--- config.mk ---
export PLATFORM = sky130hd
export DESIGN_NAME = fad_fault_detect
export DESIGN_NICKNAME = d
export VERILOG_FILES = /design/src/logic/fad_pkg.sv /design/src/logic/fad_access_chk.sv /design/src/logic/fad_fault_detect.sv
export SDC_FILE = /design/constraint.sdc
export NUM_CORES = 1
export LEC_CHECK = 0
export BUFFER_PORTS_ARGS = -buffer_cell sky130_fd_sc_hd__buf_4
export CORE_UTILIZATION = 46
export CTS_BUF_LIST = sky130_fd_sc_hd__clkbuf_4
export CTS_CLUSTER_SIZE = 16
export DETAILED_ROUTE_END_ITERATION = 12
export GPL_TIMING_DRIVEN = 0
export PLACE_DENSITY = 0.72
export RECOVER_POWER = 100
export SLEW_MARGIN = 30
export SYNTH_ARGS = -nofsm -noshare
export SYNTH_HDL_FRONTEND = slang
export SYNTH_SLANG_ARGS = --single-unit
--- constraint.sdc ---
create_clock -name mclk_i -period 4.2 [get_ports mclk_i]
set_input_delay 0 -clock mclk_i [delete_from_list [all_inputs] [get_ports mclk_i]]
set_output_delay 0 -clock mclk_i [all_outputs]
set_load 0.03 [all_outputs]
--- src/logic/fad_pkg.sv ---
`default_nettype none
package fad_pkg;
    localparam int EXP_W = 8;
    localparam int MANT_W = 23;
    localparam logic [7:0] OFF_CTRL = 8'h00;
    localparam logic [7:0] OFF_STAT = 8'h04;
    localparam logic [7:0] OFF_DBRK = 8'h08;
    localparam logic [7:0] OFF_FINS = 8'h0C;
    localparam logic [7:0] OFF_CAUSE = 8'h10;
    localparam logic [2:0] HSIZE_WORD = 3'h2;
    localparam int CTRL_FTE = 0;
    localparam int CTRL_FZ = 1;
    localparam int CTRL_TI = 2;
    localparam logic [2:0] CTRL_RST = 3'h0;
    localparam int STAT_SE = 8;
    localparam int STAT_ADD_LO = 9;
    localparam int STAT_RR_LO = 17;
    localparam int STAT_MUL_LO = 22;
    localparam int RS_OVF = 0;
    localparam int RS_UNF = 1;
    localparam int RS_INX = 2;
    localparam int CAUSE_FP = 0;
    localparam int CAUSE_IF = 1;
    localparam int CAUSE_DA = 2;
    localparam logic [2:0] OPSZ_MAX = 3'h4;
    localparam int MAX_BYTES = 16;

    typedef enum logic [3:0] {
        K_NONE, K_ADD_S, K_ADD_P, K_MUL_S, K_MUL_P,
        K_FP_OTHER, K_STORE_X, K_LOADX, K_STORE
    } fad_kind_t;

    typedef struct packed {
        logic valid;
        fad_kind_t kind;
        logic dual;
        logic comp_fp;
        logic [4:0] dest;
        logic dbl;
        logic [31:0] tag;
        logic [EXP_W-1:0] a_exp;
        logic [MANT_W-1:0] a_mant;
        logic [EXP_W-1:0] b_exp;
        logic [MANT_W-1:0] b_mant;
    } fad_issue_t;

    typedef struct packed {
        logic early;
        logic fin;
        logic ovf;
        logic unf;
        logic inx;
        logic conv;
        logic [4:0] dest;
        logic dbl;
        logic [MANT_W-1:0] mant;
        logic [EXP_W+1:0] exp_true;
    } fad_unit_t;

    typedef struct packed {
        logic [MANT_W-1:0] mant;
        logic [EXP_W-1:0] exp;
    } fad_res_t;

    typedef struct packed {
        logic vld;
        logic user;
        logic locked;
        logic dir_present;
        logic tbl_present;
        logic super_pg;
        logic accessed;
    } fad_fetch_t;

    typedef struct packed {
        logic vld;
        logic write;
        logic user;
        logic locked;
        logic present;
        logic super_pg;
        logic dirty;
        logic accessed;
        logic [31:0] addr;
        logic [2:0] size;
    } fad_data_t;
endpackage
`default_nettype wire

--- src/logic/fad_access_chk.sv ---
`timescale 1ns/10ps
`default_nettype none
module fad_access_chk #(
    parameter int MAX_BYTES = fad_pkg::MAX_BYTES
) (
    input wire fad_pkg::fad_fetch_t fetch_i, // Fetch translation info
    input wire fad_pkg::fad_data_t data_i, // Data translation info
    input wire logic [31:0] dbrk_i, // Data breakpoint address
    output logic if_fault_o, // Fetch fault, combinational
    output logic da_fault_o // Data fault, combinational
);
    logic [4:0] len;
    logic [3:0] mask;
    logic misalign;
    logic [MAX_BYTES-1:0] bp_hit;

    if (MAX_BYTES != 16) begin : g_chk
        $error("fad_access_chk serves 16-byte operands only");
    end

    assign len = 5'h1 << data_i.size;
    assign mask = 4'(len - 5'h1);
    assign misalign = (data_i.size > fad_pkg::OPSZ_MAX) ||
                      ((data_i.addr[3:0] & mask) != 4'h0); // see [RULE_20]

    // Each byte the operand spans is compared on its own address
    for (genvar i = 0; i < MAX_BYTES; i++) begin : g_bp
        assign bp_hit[i] = (5'(i) < len) &&
                           (data_i.addr + 32'(i) == dbrk_i); // see [RULE_21]
    end

    // Protection is only seen when a whole group is fetched
    assign if_fault_o = fetch_i.vld && (!fetch_i.dir_present ||
                        !fetch_i.tbl_present ||
                        (fetch_i.user && fetch_i.super_pg) ||
                        (fetch_i.locked && !fetch_i.accessed)); // see [RULE_16] see [RULE_17]

    assign da_fault_o = data_i.vld && (!data_i.present ||
                        (data_i.write && !data_i.dirty) ||
                        (data_i.user && data_i.super_pg) || // see [RULE_18]
                        (data_i.locked && !data_i.accessed) ||
                        misalign || (|bp_hit)); // see [RULE_19]
endmodule // fad_access_chk
`default_nettype wire

--- src/logic/fad_fault_detect.sv ---
`timescale 1ns/10ps
`default_nettype none
// Contract
// [RULE_01] Special operand into adder or multiplier faults and sets source flag.
// [RULE_02] Source fault reported on starting instruction; pipe holds; tag recorded.
// [RULE_03] Source flag undefined for load, store, transfer faults.
// [RULE_04] Overflow flagged; underflow flagged only while flush control clear.
// [RULE_05] Inexact flagged only while trap-on-inexact control set.
// [RULE_06] Scalar result exception reported on next fp or extended store.
// [RULE_07] Pipelined result exception reported from last stage; pipe holds.
// [RULE_08] Load or transfer traps on overlap, else only if excepting op finished.
// [RULE_09] Trap enable clear or no exception: pipe advances, no trap.
// [RULE_10] Last-stage status of both units shown once exceptions reported.
// [RULE_11] Multiplier overflow pending and pipelined add starts: trap, set flag.
// [RULE_12] Result register field loaded at scalar start, cleared for pipelined.
// [RULE_13] Supplied result keeps true mantissa and low exponent bits.
// [RULE_14] Adder overflow exponent all ones for fp, below for conversion.
// [RULE_15] Adder and multiplier exceptions may report together in one trap.
// [RULE_16] Fetch faults: not present, supervisor page in user, locked unaccessed.
// [RULE_17] Fetch protection checked per fetched group only.
// [RULE_18] User mode data access to supervisor page refused.
// [RULE_19] Data faults: clean write, not present, protection, locked unaccessed.
// [RULE_20] Misaligned memory operand raises data fault.
// [RULE_21] Breakpoint address inside operand span raises data fault.
// [RULE_22] Data trap may leave next pipelined fp destination partly written.
// [RULE_23] Fp faults only on fp and memory/transfer ops; moves never fault.
// [RULE_24] One trap request with cause, same cycle as pipeline hold.
module fad_fault_detect (
    input wire logic mclk_i, // Core clock
    input wire logic rst_i, // Sync reset, active high
    input wire logic hsel_i, // AHB select
    input wire logic [31:0] haddr_i, // AHB address
    input wire logic [1:0] htrans_i, // AHB transfer type
    input wire logic hwrite_i, // AHB write
    input wire logic [2:0] hsize_i, // AHB size
    input wire logic hready_i, // AHB bus ready
    input wire logic [31:0] hwdata_i, // AHB write data
    output logic hreadyout_o, // AHB slave ready
    output logic hresp_o, // AHB response, always OKAY
    output logic [31:0] hrdata_o, // AHB read data
    input wire fad_pkg::fad_issue_t iss_i, // Instruction at issue
    input wire fad_pkg::fad_unit_t add_i, // Adder result report
    input wire fad_pkg::fad_unit_t mul_i, // Multiplier result report
    input wire fad_pkg::fad_fetch_t fetch_i, // Fetch translation
    input wire fad_pkg::fad_data_t data_i, // Data translation
    output logic trap_o, // Trap request pulse
    output logic [2:0] cause_o, // Trap cause bits
    output logic stall_o, // Hold pipeline advance
    output logic [4:0] rr_o, // Result register field
    output fad_pkg::fad_res_t sup_add_o, // Adder supplied result
    output fad_pkg::fad_res_t sup_mul_o // Multiplier supplied result
);
    typedef struct packed {
        logic [2:0] ctrl;
        logic se;
        logic [7:0] add_rs;
        logic [7:0] mul_rs;
        logic [4:0] rr;
        logic [31:0] dbrk;
        logic [31:0] fins;
        logic [2:0] last_cause;
        logic pa;
        logic pa_done;
        logic [4:0] pa_dest;
        logic pa_dbl;
        logic [7:0] pa_rs;
        logic pm;
        logic pm_done;
        logic [4:0] pm_dest;
        logic pm_dbl;
        logic [7:0] pm_rs;
        fad_pkg::fad_res_t sup_a;
        fad_pkg::fad_res_t sup_m;
        logic trap;
        logic stall;
        logic [2:0] cause;
        logic ap_vld;
        logic ap_wr;
        logic ap_ok;
        logic [7:0] ap_addr;
        logic hready;
        logic [31:0] hrdata;
    } fad_state_t;

    localparam logic [fad_pkg::EXP_W-1:0] EXP_BELOW_ONES =
        {{(fad_pkg::EXP_W-1){1'b1}}, 1'b0};

    fad_state_t s;
    fad_state_t n;
    logic if_f;
    logic da_f;
    logic fp_trap_enable;
    logic fz;
    logic ti;
    logic exc_a;
    logic exc_m;
    logic is_rep;
    logic is_ldx;
    logic is_arith;
    logic is_scalar;
    logic src_bad;
    logic res_hit;
    logic fp_trap;
    logic [31:0] rdata;

    fad_access_chk #(
        .MAX_BYTES(fad_pkg::MAX_BYTES)
    ) u_acc (
        .fetch_i(fetch_i),
        .data_i(data_i),
        .dbrk_i(s.dbrk),
        .if_fault_o(if_f),
        .da_fault_o(da_f)
    );

    function automatic logic special(input logic [fad_pkg::EXP_W-1:0] e,
                                     input logic [fad_pkg::MANT_W-1:0] m);
        // Infinity, NaN or denormal
        return (&e) || ((e == '0) && (m != '0)); // see [RULE_01]
    endfunction

    function automatic logic [7:0] rs_bits(input fad_pkg::fad_unit_t u,
                                           input logic fzc, input logic tic);
        logic [7:0] r;
        r = 8'h00;
        r[fad_pkg::RS_OVF] = u.ovf; // see [RULE_04]
        r[fad_pkg::RS_UNF] = u.unf && !fzc; // see [RULE_04]
        r[fad_pkg::RS_INX] = u.inx && tic; // see [RULE_05]
        return r;
    endfunction

    function automatic fad_pkg::fad_res_t supply(input fad_pkg::fad_unit_t u,
                                                 input logic is_add);
        fad_pkg::fad_res_t r;
        r.mant = u.mant; // see [RULE_13]
        r.exp = u.exp_true[fad_pkg::EXP_W-1:0]; // see [RULE_13]
        // Lets the handler tell a conversion overflow from a true one
        if (is_add && u.ovf && !u.conv) begin
            r.exp = '1; // see [RULE_14]
        end else if (is_add && u.ovf && u.conv && (&r.exp)) begin
            r.exp = EXP_BELOW_ONES; // see [RULE_14]
        end
        return r;
    endfunction

    function automatic logic overlap(input logic [4:0] da, input logic dba,
                                     input logic [4:0] db, input logic dbb);
        return (da[4:1] == db[4:1]) && (dba || dbb || (da[0] == db[0]));
    endfunction

    always_comb begin
        rdata = 32'h0000_0000;
        if (s.ap_ok) begin
            case (s.ap_addr)
                fad_pkg::OFF_CTRL: rdata[2:0] = s.ctrl;
                fad_pkg::OFF_STAT: begin
                    rdata[fad_pkg::STAT_SE] = s.se;
                    rdata[fad_pkg::STAT_ADD_LO +: 8] = s.add_rs;
                    rdata[fad_pkg::STAT_RR_LO +: 5] = s.rr;
                    rdata[fad_pkg::STAT_MUL_LO +: 8] = s.mul_rs;
                end
                fad_pkg::OFF_DBRK: rdata = s.dbrk;
                fad_pkg::OFF_FINS: rdata = s.fins;
                fad_pkg::OFF_CAUSE: rdata[2:0] = s.last_cause;
                default: rdata = 32'h0000_0000;
            endcase
        end
    end

    always_comb begin
        n = s;
        n.trap = 1'b0;
        n.stall = 1'b0;
        n.cause = 3'h0;
        fp_trap_enable = s.ctrl[fad_pkg::CTRL_FTE];
        fz = s.ctrl[fad_pkg::CTRL_FZ];
        ti = s.ctrl[fad_pkg::CTRL_TI];
        exc_a = |rs_bits(add_i, fz, ti);
        exc_m = |rs_bits(mul_i, fz, ti);
        // Plain moves are not checked for operand validity
        is_arith = iss_i.valid && (iss_i.kind inside {fad_pkg::K_ADD_S,
                   fad_pkg::K_ADD_P, fad_pkg::K_MUL_S,
                   fad_pkg::K_MUL_P}); // see [RULE_23]
        is_scalar = iss_i.kind inside {fad_pkg::K_ADD_S, fad_pkg::K_MUL_S};
        is_rep = iss_i.valid && (is_arith ||
                 iss_i.kind inside {fad_pkg::K_FP_OTHER,
                 fad_pkg::K_STORE_X}); // see [RULE_06] see [RULE_07]
        is_ldx = iss_i.valid && (iss_i.kind == fad_pkg::K_LOADX);
        src_bad = is_arith && (special(iss_i.a_exp, iss_i.a_mant) ||
                  special(iss_i.b_exp, iss_i.b_mant));
        res_hit = fp_trap_enable && ((is_rep && (s.pa || s.pm)) ||
                  (is_ldx && ((s.pa && (s.pa_done || overlap(s.pa_dest,
                  s.pa_dbl, iss_i.dest, iss_i.dbl))) ||
                  (s.pm && (s.pm_done || overlap(s.pm_dest,
                  s.pm_dbl, iss_i.dest, iss_i.dbl)))))); // see [RULE_08]
        fp_trap = res_hit || (fp_trap_enable && src_bad); // see [RULE_09]

        // Register bus: every data phase takes one wait state
        n.hready = 1'b1;
        if (s.ap_vld) begin
            n.ap_vld = 1'b0;
            if (!s.ap_wr) begin
                n.hrdata = rdata;
            end else if (s.ap_ok) begin
                case (s.ap_addr)
                    fad_pkg::OFF_CTRL: n.ctrl = hwdata_i[2:0];
                    fad_pkg::OFF_STAT: begin
                        n.se = s.se && !hwdata_i[fad_pkg::STAT_SE];
                        n.add_rs = s.add_rs &
                                   ~hwdata_i[fad_pkg::STAT_ADD_LO +: 8];
                        n.mul_rs = s.mul_rs &
                                   ~hwdata_i[fad_pkg::STAT_MUL_LO +: 8];
                        n.rr = hwdata_i[fad_pkg::STAT_RR_LO +: 5];
                    end
                    fad_pkg::OFF_DBRK: n.dbrk = hwdata_i;
                    default: n.dbrk = s.dbrk;
                endcase
            end
        end else if (hsel_i && htrans_i[1] && hready_i) begin
            n.ap_vld = 1'b1;
            n.ap_wr = hwrite_i;
            n.ap_ok = (hsize_i == fad_pkg::HSIZE_WORD) &&
                      (haddr_i[31:8] == 24'h00_0000);
            n.ap_addr = haddr_i[7:0];
            n.hready = 1'b0;
        end

        // Hardware sets after the software clear, so a set wins
        if (src_bad) begin
            n.se = 1'b1; // see [RULE_01] see [RULE_03]
        end
        if (res_hit) begin
            n.add_rs = s.pa ? s.pa_rs : 8'h00; // see [RULE_10]
            n.mul_rs = s.pm ? s.pm_rs : 8'h00; // see [RULE_11] see [RULE_15]
            n.pa = 1'b0;
            n.pm = 1'b0;
        end
        // With traps off nothing is held for later reporting
        if (fp_trap_enable && add_i.early && exc_a) begin
            n.pa = 1'b1;
            n.pa_done = 1'b0;
            n.pa_dest = add_i.dest;
            n.pa_dbl = add_i.dbl;
        end
        if (fp_trap_enable && add_i.fin && exc_a) begin
            n.pa = 1'b1;
            n.pa_done = 1'b1;
            n.pa_dest = add_i.dest;
            n.pa_dbl = add_i.dbl;
            n.pa_rs = rs_bits(add_i, fz, ti);
            n.sup_a = supply(add_i, 1'b1);
        end
        if (fp_trap_enable && mul_i.early && exc_m) begin
            n.pm = 1'b1;
            n.pm_done = 1'b0;
            n.pm_dest = mul_i.dest;
            n.pm_dbl = mul_i.dbl;
        end
        if (fp_trap_enable && mul_i.fin && exc_m) begin
            n.pm = 1'b1;
            n.pm_done = 1'b1;
            n.pm_dest = mul_i.dest;
            n.pm_dbl = mul_i.dbl;
            n.pm_rs = rs_bits(mul_i, fz, ti);
            n.sup_m = supply(mul_i, 1'b0);
        end

        n.cause[fad_pkg::CAUSE_FP] = fp_trap; // see [RULE_02]
        n.cause[fad_pkg::CAUSE_IF] = if_f; // see [RULE_16] see [RULE_17]
        // Data traps do not cancel the next pipelined write back
        n.cause[fad_pkg::CAUSE_DA] = da_f; // see [RULE_19] see [RULE_22]
        n.trap = |n.cause; // see [RULE_24]
        n.stall = |n.cause; // see [RULE_02] see [RULE_07]
        if (n.trap) begin
            n.fins = iss_i.tag; // see [RULE_02]
            n.last_cause = n.cause;
        end else if (is_arith) begin
            n.rr = is_scalar ? iss_i.dest : 5'h00; // see [RULE_12]
        end
    end

    always_ff @(posedge mclk_i) begin
        if (rst_i) begin
            s <= '0;
            s.ctrl <= fad_pkg::CTRL_RST;
            s.hready <= 1'b1;
        end else begin
            s <= n;
        end
    end

    assign hreadyout_o = s.hready;
    assign hresp_o = 1'b0;
    assign hrdata_o = s.hrdata;
    assign trap_o = s.trap;
    assign cause_o = s.cause;
    assign stall_o = s.stall;
    assign rr_o = s.rr;
    assign sup_add_o = s.sup_a;
    assign sup_mul_o = s.sup_m;
endmodule // fad_fault_detect
`default_nettype wire

==> flow_summary.json, run 1 <==
{
  "die_x_microns": 208.8,
  "cts_sinks": 224,
  "status": "stopped before the end",
  "grt_use_total_pct": 75.75,
  "synth_top_area_share_pct": 22.79,
  "dp_hpwl_mm": 98.38,
  "yosys_warnings": 0,
  "fp-row-count": 75,
  "grt_max_degree": 12,
  "cts-root-buf": "clkbuf_4",
  "port_buffers": 400,
  "synth_edf_count": 0,
  "ys.flop_type": "dfxtp_1",
  "yosys-top-cells-area": "dfxtp_1 (23%), nand2_1 (7.1%), xnor2_1 (6.9%)",
  "worstEpCategory": "register data pin",
  "async_reset_ff_share_pct": 0,
  "tool.error": "[ERROR GRT-0232] Routing congestion too high. Check the congestion heatmap in the GUI.",
  "synth_seq_cells": 224,
  "synth_nets": 3021,
  "start_util_pct": 46.80,
  "yosysTopAreaCell": "dfxtp_1",
  "ys_seq_area_share_pct": 22.79,
  "postGrtWorstEndpoint": "s[155]$_SDFFE_PP0P_/D",
  "htreeDepth": 2,
  "fp.dieH_microns": 208.8,
  "io_pins": 427,
  "synth_common_cells": "nand2_1 (371), a21oi_1 (237), dfxtp_1 (224), nor2_1 (208), xnor2_1 (154)",
  "clockBufferDepth": 3,
  "yosysMostFrequentCell": "nand2_1",
  "avgSynthCellArea_sq_um": 7.328,
  "synth_area_sq_mm": 0.01968,
  "synthCells": 2685,
  "synth_cell_types": 106,
  "post_cts_buffers": 0,
  "cts_buffers": 45,
  "outcome.stop_stage": "5_1_grt",
  "gp_congestion": 1.301,
  "overflow": 84
}
## cells by family after synthesis
group | Yosys count | synth area share (%)
adder cells (fa/ha/maj) | 15 | 0.9539
AO/OA/AOI/OAI | 710 | 24.12
buffers and inverters | 342 | 10.09
XOR/XNOR | 196 | 9.259
AND/OR/NAND/NOR | 1141 | 29.77
other | 1 | 0.01906
multiplexers | 56 | 2.989
flip-flops | 224 | 22.79
## metrics by stage
| stage | std cells | worst slack [ps] | cell area (sq um) | hold slack [ps] |
|---|---|---|---|---|
| after global placement | 3624 | -932.4 | 23350 | 231.9 |
| after CTS | 3895 | 7.724 | 26230 | 2.227 |
| after detailed placement | 3625 | -1077 | 23450 | 244.8 |
| after floorplan | 2685 | 1045 | 19680 | 132.8 |
## layer usage
metal,global-route usage (%),overflow
met5,27.47,0
met3,61.23,2
met1,77.39,2
met2,90.66,44
met4,73.88,36
## repair_timing
| action | in CTS |
|---|---|
| hold buffers | 197 |
| gates resized for setup | 54 |
| endpoints found under the setup margin | 42 |
| hold endpoints to repair | 188 |
==> inputs of run 2 (changes only) <==
CORE_UTILIZATION = 31   (was 46)
CTS_BUF_LIST = not set   (was sky130_fd_sc_hd__clkbuf_4)
CTS_CLUSTER_SIZE = not set   (was 16)
PLACE_DENSITY = not set   (was 0.72)
PLACE_DENSITY_LB_ADDON = 0.15   (was not set)
==> run 2 against run 1 <==
  * The flow now finishes, with violations (setup timing)
  * Synthesized cell count did not move
  * Area after synthesis is the same
==> flow_summary.json, run 2 <==
{
  "synth_nets": 3021,
  "largest_reg_flops": 118,
  "worstSetupPathType": "reg -> reg",
  "min_period_ps": 4328,
  "drc": 0,
  "avgSynthCellArea_sq_um": 7.328,
  "synthCells": 2685,
  "yosys-top-cells-area": "dfxtp_1 (23%), nand2_1 (7.1%), xnor2_1 (6.9%)",
  "ys_seq_area_share_pct": 22.79,
  "path_buf_inv": 1,
  "dp.cells": 3927,
  "fp.dieH_microns": 253.9,
  "final_cell_mix": "buf_4 (452), nand2_1 (370), a21oi_1 (235)",
  "fp-row-count": 91,
  "clockBufferDepth": 3,
  "clock_latency_ps": 520,
  "routedWlPerCell_microns": 34.02,
  "arrival_ps": 4780,
  "synth_top_area_share_pct": 22.79,
  "ir_drop_v": 0.0003045,
  "fin_area_sq_mm": 0.02671,
  "cap_viol_max_count": 0,
  "hold_path.startpoint": "add_i[43]",
  "synth_edf_count": 0,
  "gp_congestion": 1.047,
  "power_density_mw_per_mm2": 216.1,
  "fill_cells": 6436,
  "synth_area_sq_mm": 0.01968,
  "hold_class": "in -> reg",
  "start_util_pct": 31.65,
  "overflow": 0,
  "hold_viol": 0,
  "dp_hpwl_mm": 110.7,
  "drtIter0Drc": 3022,
  "wirelength_mm": 141.1,
  "rrSetupSlack_ps": -130,
  "vias": 25771,
  "grt_pass1_wl_mm": 192.5,
  "drive_gt1_share_pct": 24.87,
  "holdPathStages": 4,
  "synth_common_cells": "nand2_1 (371), a21oi_1 (237), dfxtp_1 (224), nor2_1 (208), xnor2_1 (154)",
  "grt_antenna_before_repair": 9,
  "via_per_inst": 6.213,
  "r2r-start": "s[183]$_SDFFE_PP0P_",
  "drt.antenna.violating_nets": 0,
  "io_pins": 427,
  "crit_path_start_kind": "flip-flop",
  "worstMarginPinSlew_ps": 1385,
  "yosysMostFrequentCell": "nand2_1",
  "grt_use_total_pct": 42.69,
  "status": "complete, but fails checks",
  "area_delta_synth_final_pct": 35.75,
  "critical-path-slowest-cell": "or4_4",
  "placed_area_sq_mm": 0.02396,
  "grt_max_degree": 16,
  "end_kind": "flip-flop",
  "worst_slack_ps": -128.4,
  "crit_fanout": 10,
  "yosysTopAreaCell": "dfxtp_1",
  "cts_sinks": 224,
  "mostFrequentLayoutCell": "buf_4",
  "async_reset_ff_share_pct": 0,
  "place_ws_ps": -2093,
  "ys.flop_type": "dfxtp_1",
  "dr.pass1.iters": 6,
  "core_area_sq_mm": 0.06217,
  "fin_crit_sh_pct": 103.1,
  "r2r_cells": 12,
  "multiInputGateArea_sq_mm": 0.01397,
  "slew_violations": 0,
  "seq_area_sq_mm": 0.004494,
  "port_buffers": 400,
  "cts_tree": "yes",
  "hold_end": "sup_add_o[1]$_SDFFE_PP0P_",
  "crit_chain": "xnor2_4 -> xnor2_1 -> nor2_1 -> a21oi_1 -> nor3_2 -> nand3_1 -> or4_4 -> o41ai_4 -> o21a_4 -> buf_6 -> o21ai_1 -> a21oi_2",
  "final_nets": 3633,
  "regMostFlops": "s",
  "critPathTopFamily": "simple AND/OR/NAND/NOR gates",
  "cts_buffers": 20,
  "yosys_warnings": 0,
  "setup_viol": 36,
  "clk_pin_slew_ps": 70,
  "grt_pass1_vias": 25120,
  "die_x_microns": 253.9,
  "relSlewSlack_pct": 6.689,
  "htreeDepth": 1,
  "power_leakage_nw": 9.349,
  "synth_cell_types": 106,
  "dieArea_sq_mm": 0.06448,
  "stdcell_count": 4148,
  "hold_slack_ps": 20.56,
  "violations": "setup timing",
  "finClkSkew_ps": 10.88,
  "cp_slowest_stage_delay_ps": 630,
  "cts-root-buf": "clkbuf_16",
  "cp.required_ps": 4650,
  "r2r_end": "s[166]$_SDFFE_PP0P_",
  "fmax_ghz": 0.2310,
  "synth_seq_cells": 224,
  "fin_setup_tns_ps": -3291
}
## run 2: cell counts after synthesis
Identical to the previous run, type by type.
## run 2: worst min-delay path, delay by kind of cell
| family | cells | cell delay [ps] |
|---|---|---|
| buf+inv | 1 | 120 |
| simple gates | 3 | 370 |
## run 2: cells by family after synthesis
kind of cell | Yosys count | synth area share (%)
AO/OA/AOI/OAI | 710 | 24.12
adder cells (fa/ha/maj) | 15 | 0.9539
multiplexers | 56 | 2.989
other | 1 | 0.01906
AND/OR/NAND/NOR | 1141 | 29.77
flip-flops | 224 | 22.79
buffers and inverters | 342 | 10.09
XOR/XNOR | 196 | 9.259
## run 2: report_power, final
group / internal [mW] / switching, mW / total [mW] / leakage, nW
clock network: 1.02 / 0.843 / 1.86 / 0.314
registers: 2.15 / 0.0161 / 2.17 / 1.82
logic: 0.618 / 1.12 / 1.74 / 7.22
total: 3.79 / 1.98 / 5.77 / 9.35
## run 2: how the worst max path moves through the flow
stage | end | cells after the start | startpoint | slack, ps
global placement | s[161]$_SDFFE_PP0P_ | 17 | data_i[5] | -2560
CTS | s[151]$_SDFFE_PP0P_ | 14 | s[188]$_SDFFE_PP0P_ | 3
finish | s[166]$_SDFFE_PP0P_ | 12 | s[183]$_SDFFE_PP0P_ | -130
global route | s[170]$_SDFFE_PP0P_ | 14 | s[181]$_SDFFE_PP0P_ | -20
floorplan | s[147]$_SDFFE_PP0P_ | 15 | data_i[5] | 1050
detailed placement | s[153]$_SDFFE_PP0P_ | 17 | data_i[5] | -2090
## run 2: through the flow
stage	utilization, %	total power [mW]
3_3_place_gp	38.16	3.674
3_5_place_dp	38.54	3.679
4_1_cts	43.26	5.682
5_1_grt	42.96	5.885
2_1_floorplan	-	2.904
6_report	42.96	5.773
## run 2: layout make-up
type / instances / area share (%)
multi-input cells: 2119 / 52.30
repair buffers: 594 / 16.91
flip-flops and latches: 224 / 16.83
plain buffers: 322 / 7.360
well taps: 837 / 3.921
clock buffers: 30 / 2.319
inverters: 16 / 0.2530
clock inverters: 4 / 0.09369
diodes: 2 / 0.01874
## run 2: routing by layer
layer	track usage (%)	up-vias	part of all wire (%)
met5	0	-	0.037
met4	36.51	8	9.8
met3	8.696	494	9.5
met2	68.08	1827	45
met1	48.83	12463	36
li1	-	10979	-
## run 2: what timing repair did
action | in CTS | in global routing
buffers inserted | 8 | 12
pin swaps | 12 | 10
hold buffers | 169 | 0
resized for setup | 110 | 32
cloned | 0 | 0
setup endpoints to repair | 42 | 42
endpoints found under the hold margin | 182 | 0
Power figures use the tool's default switching activity.
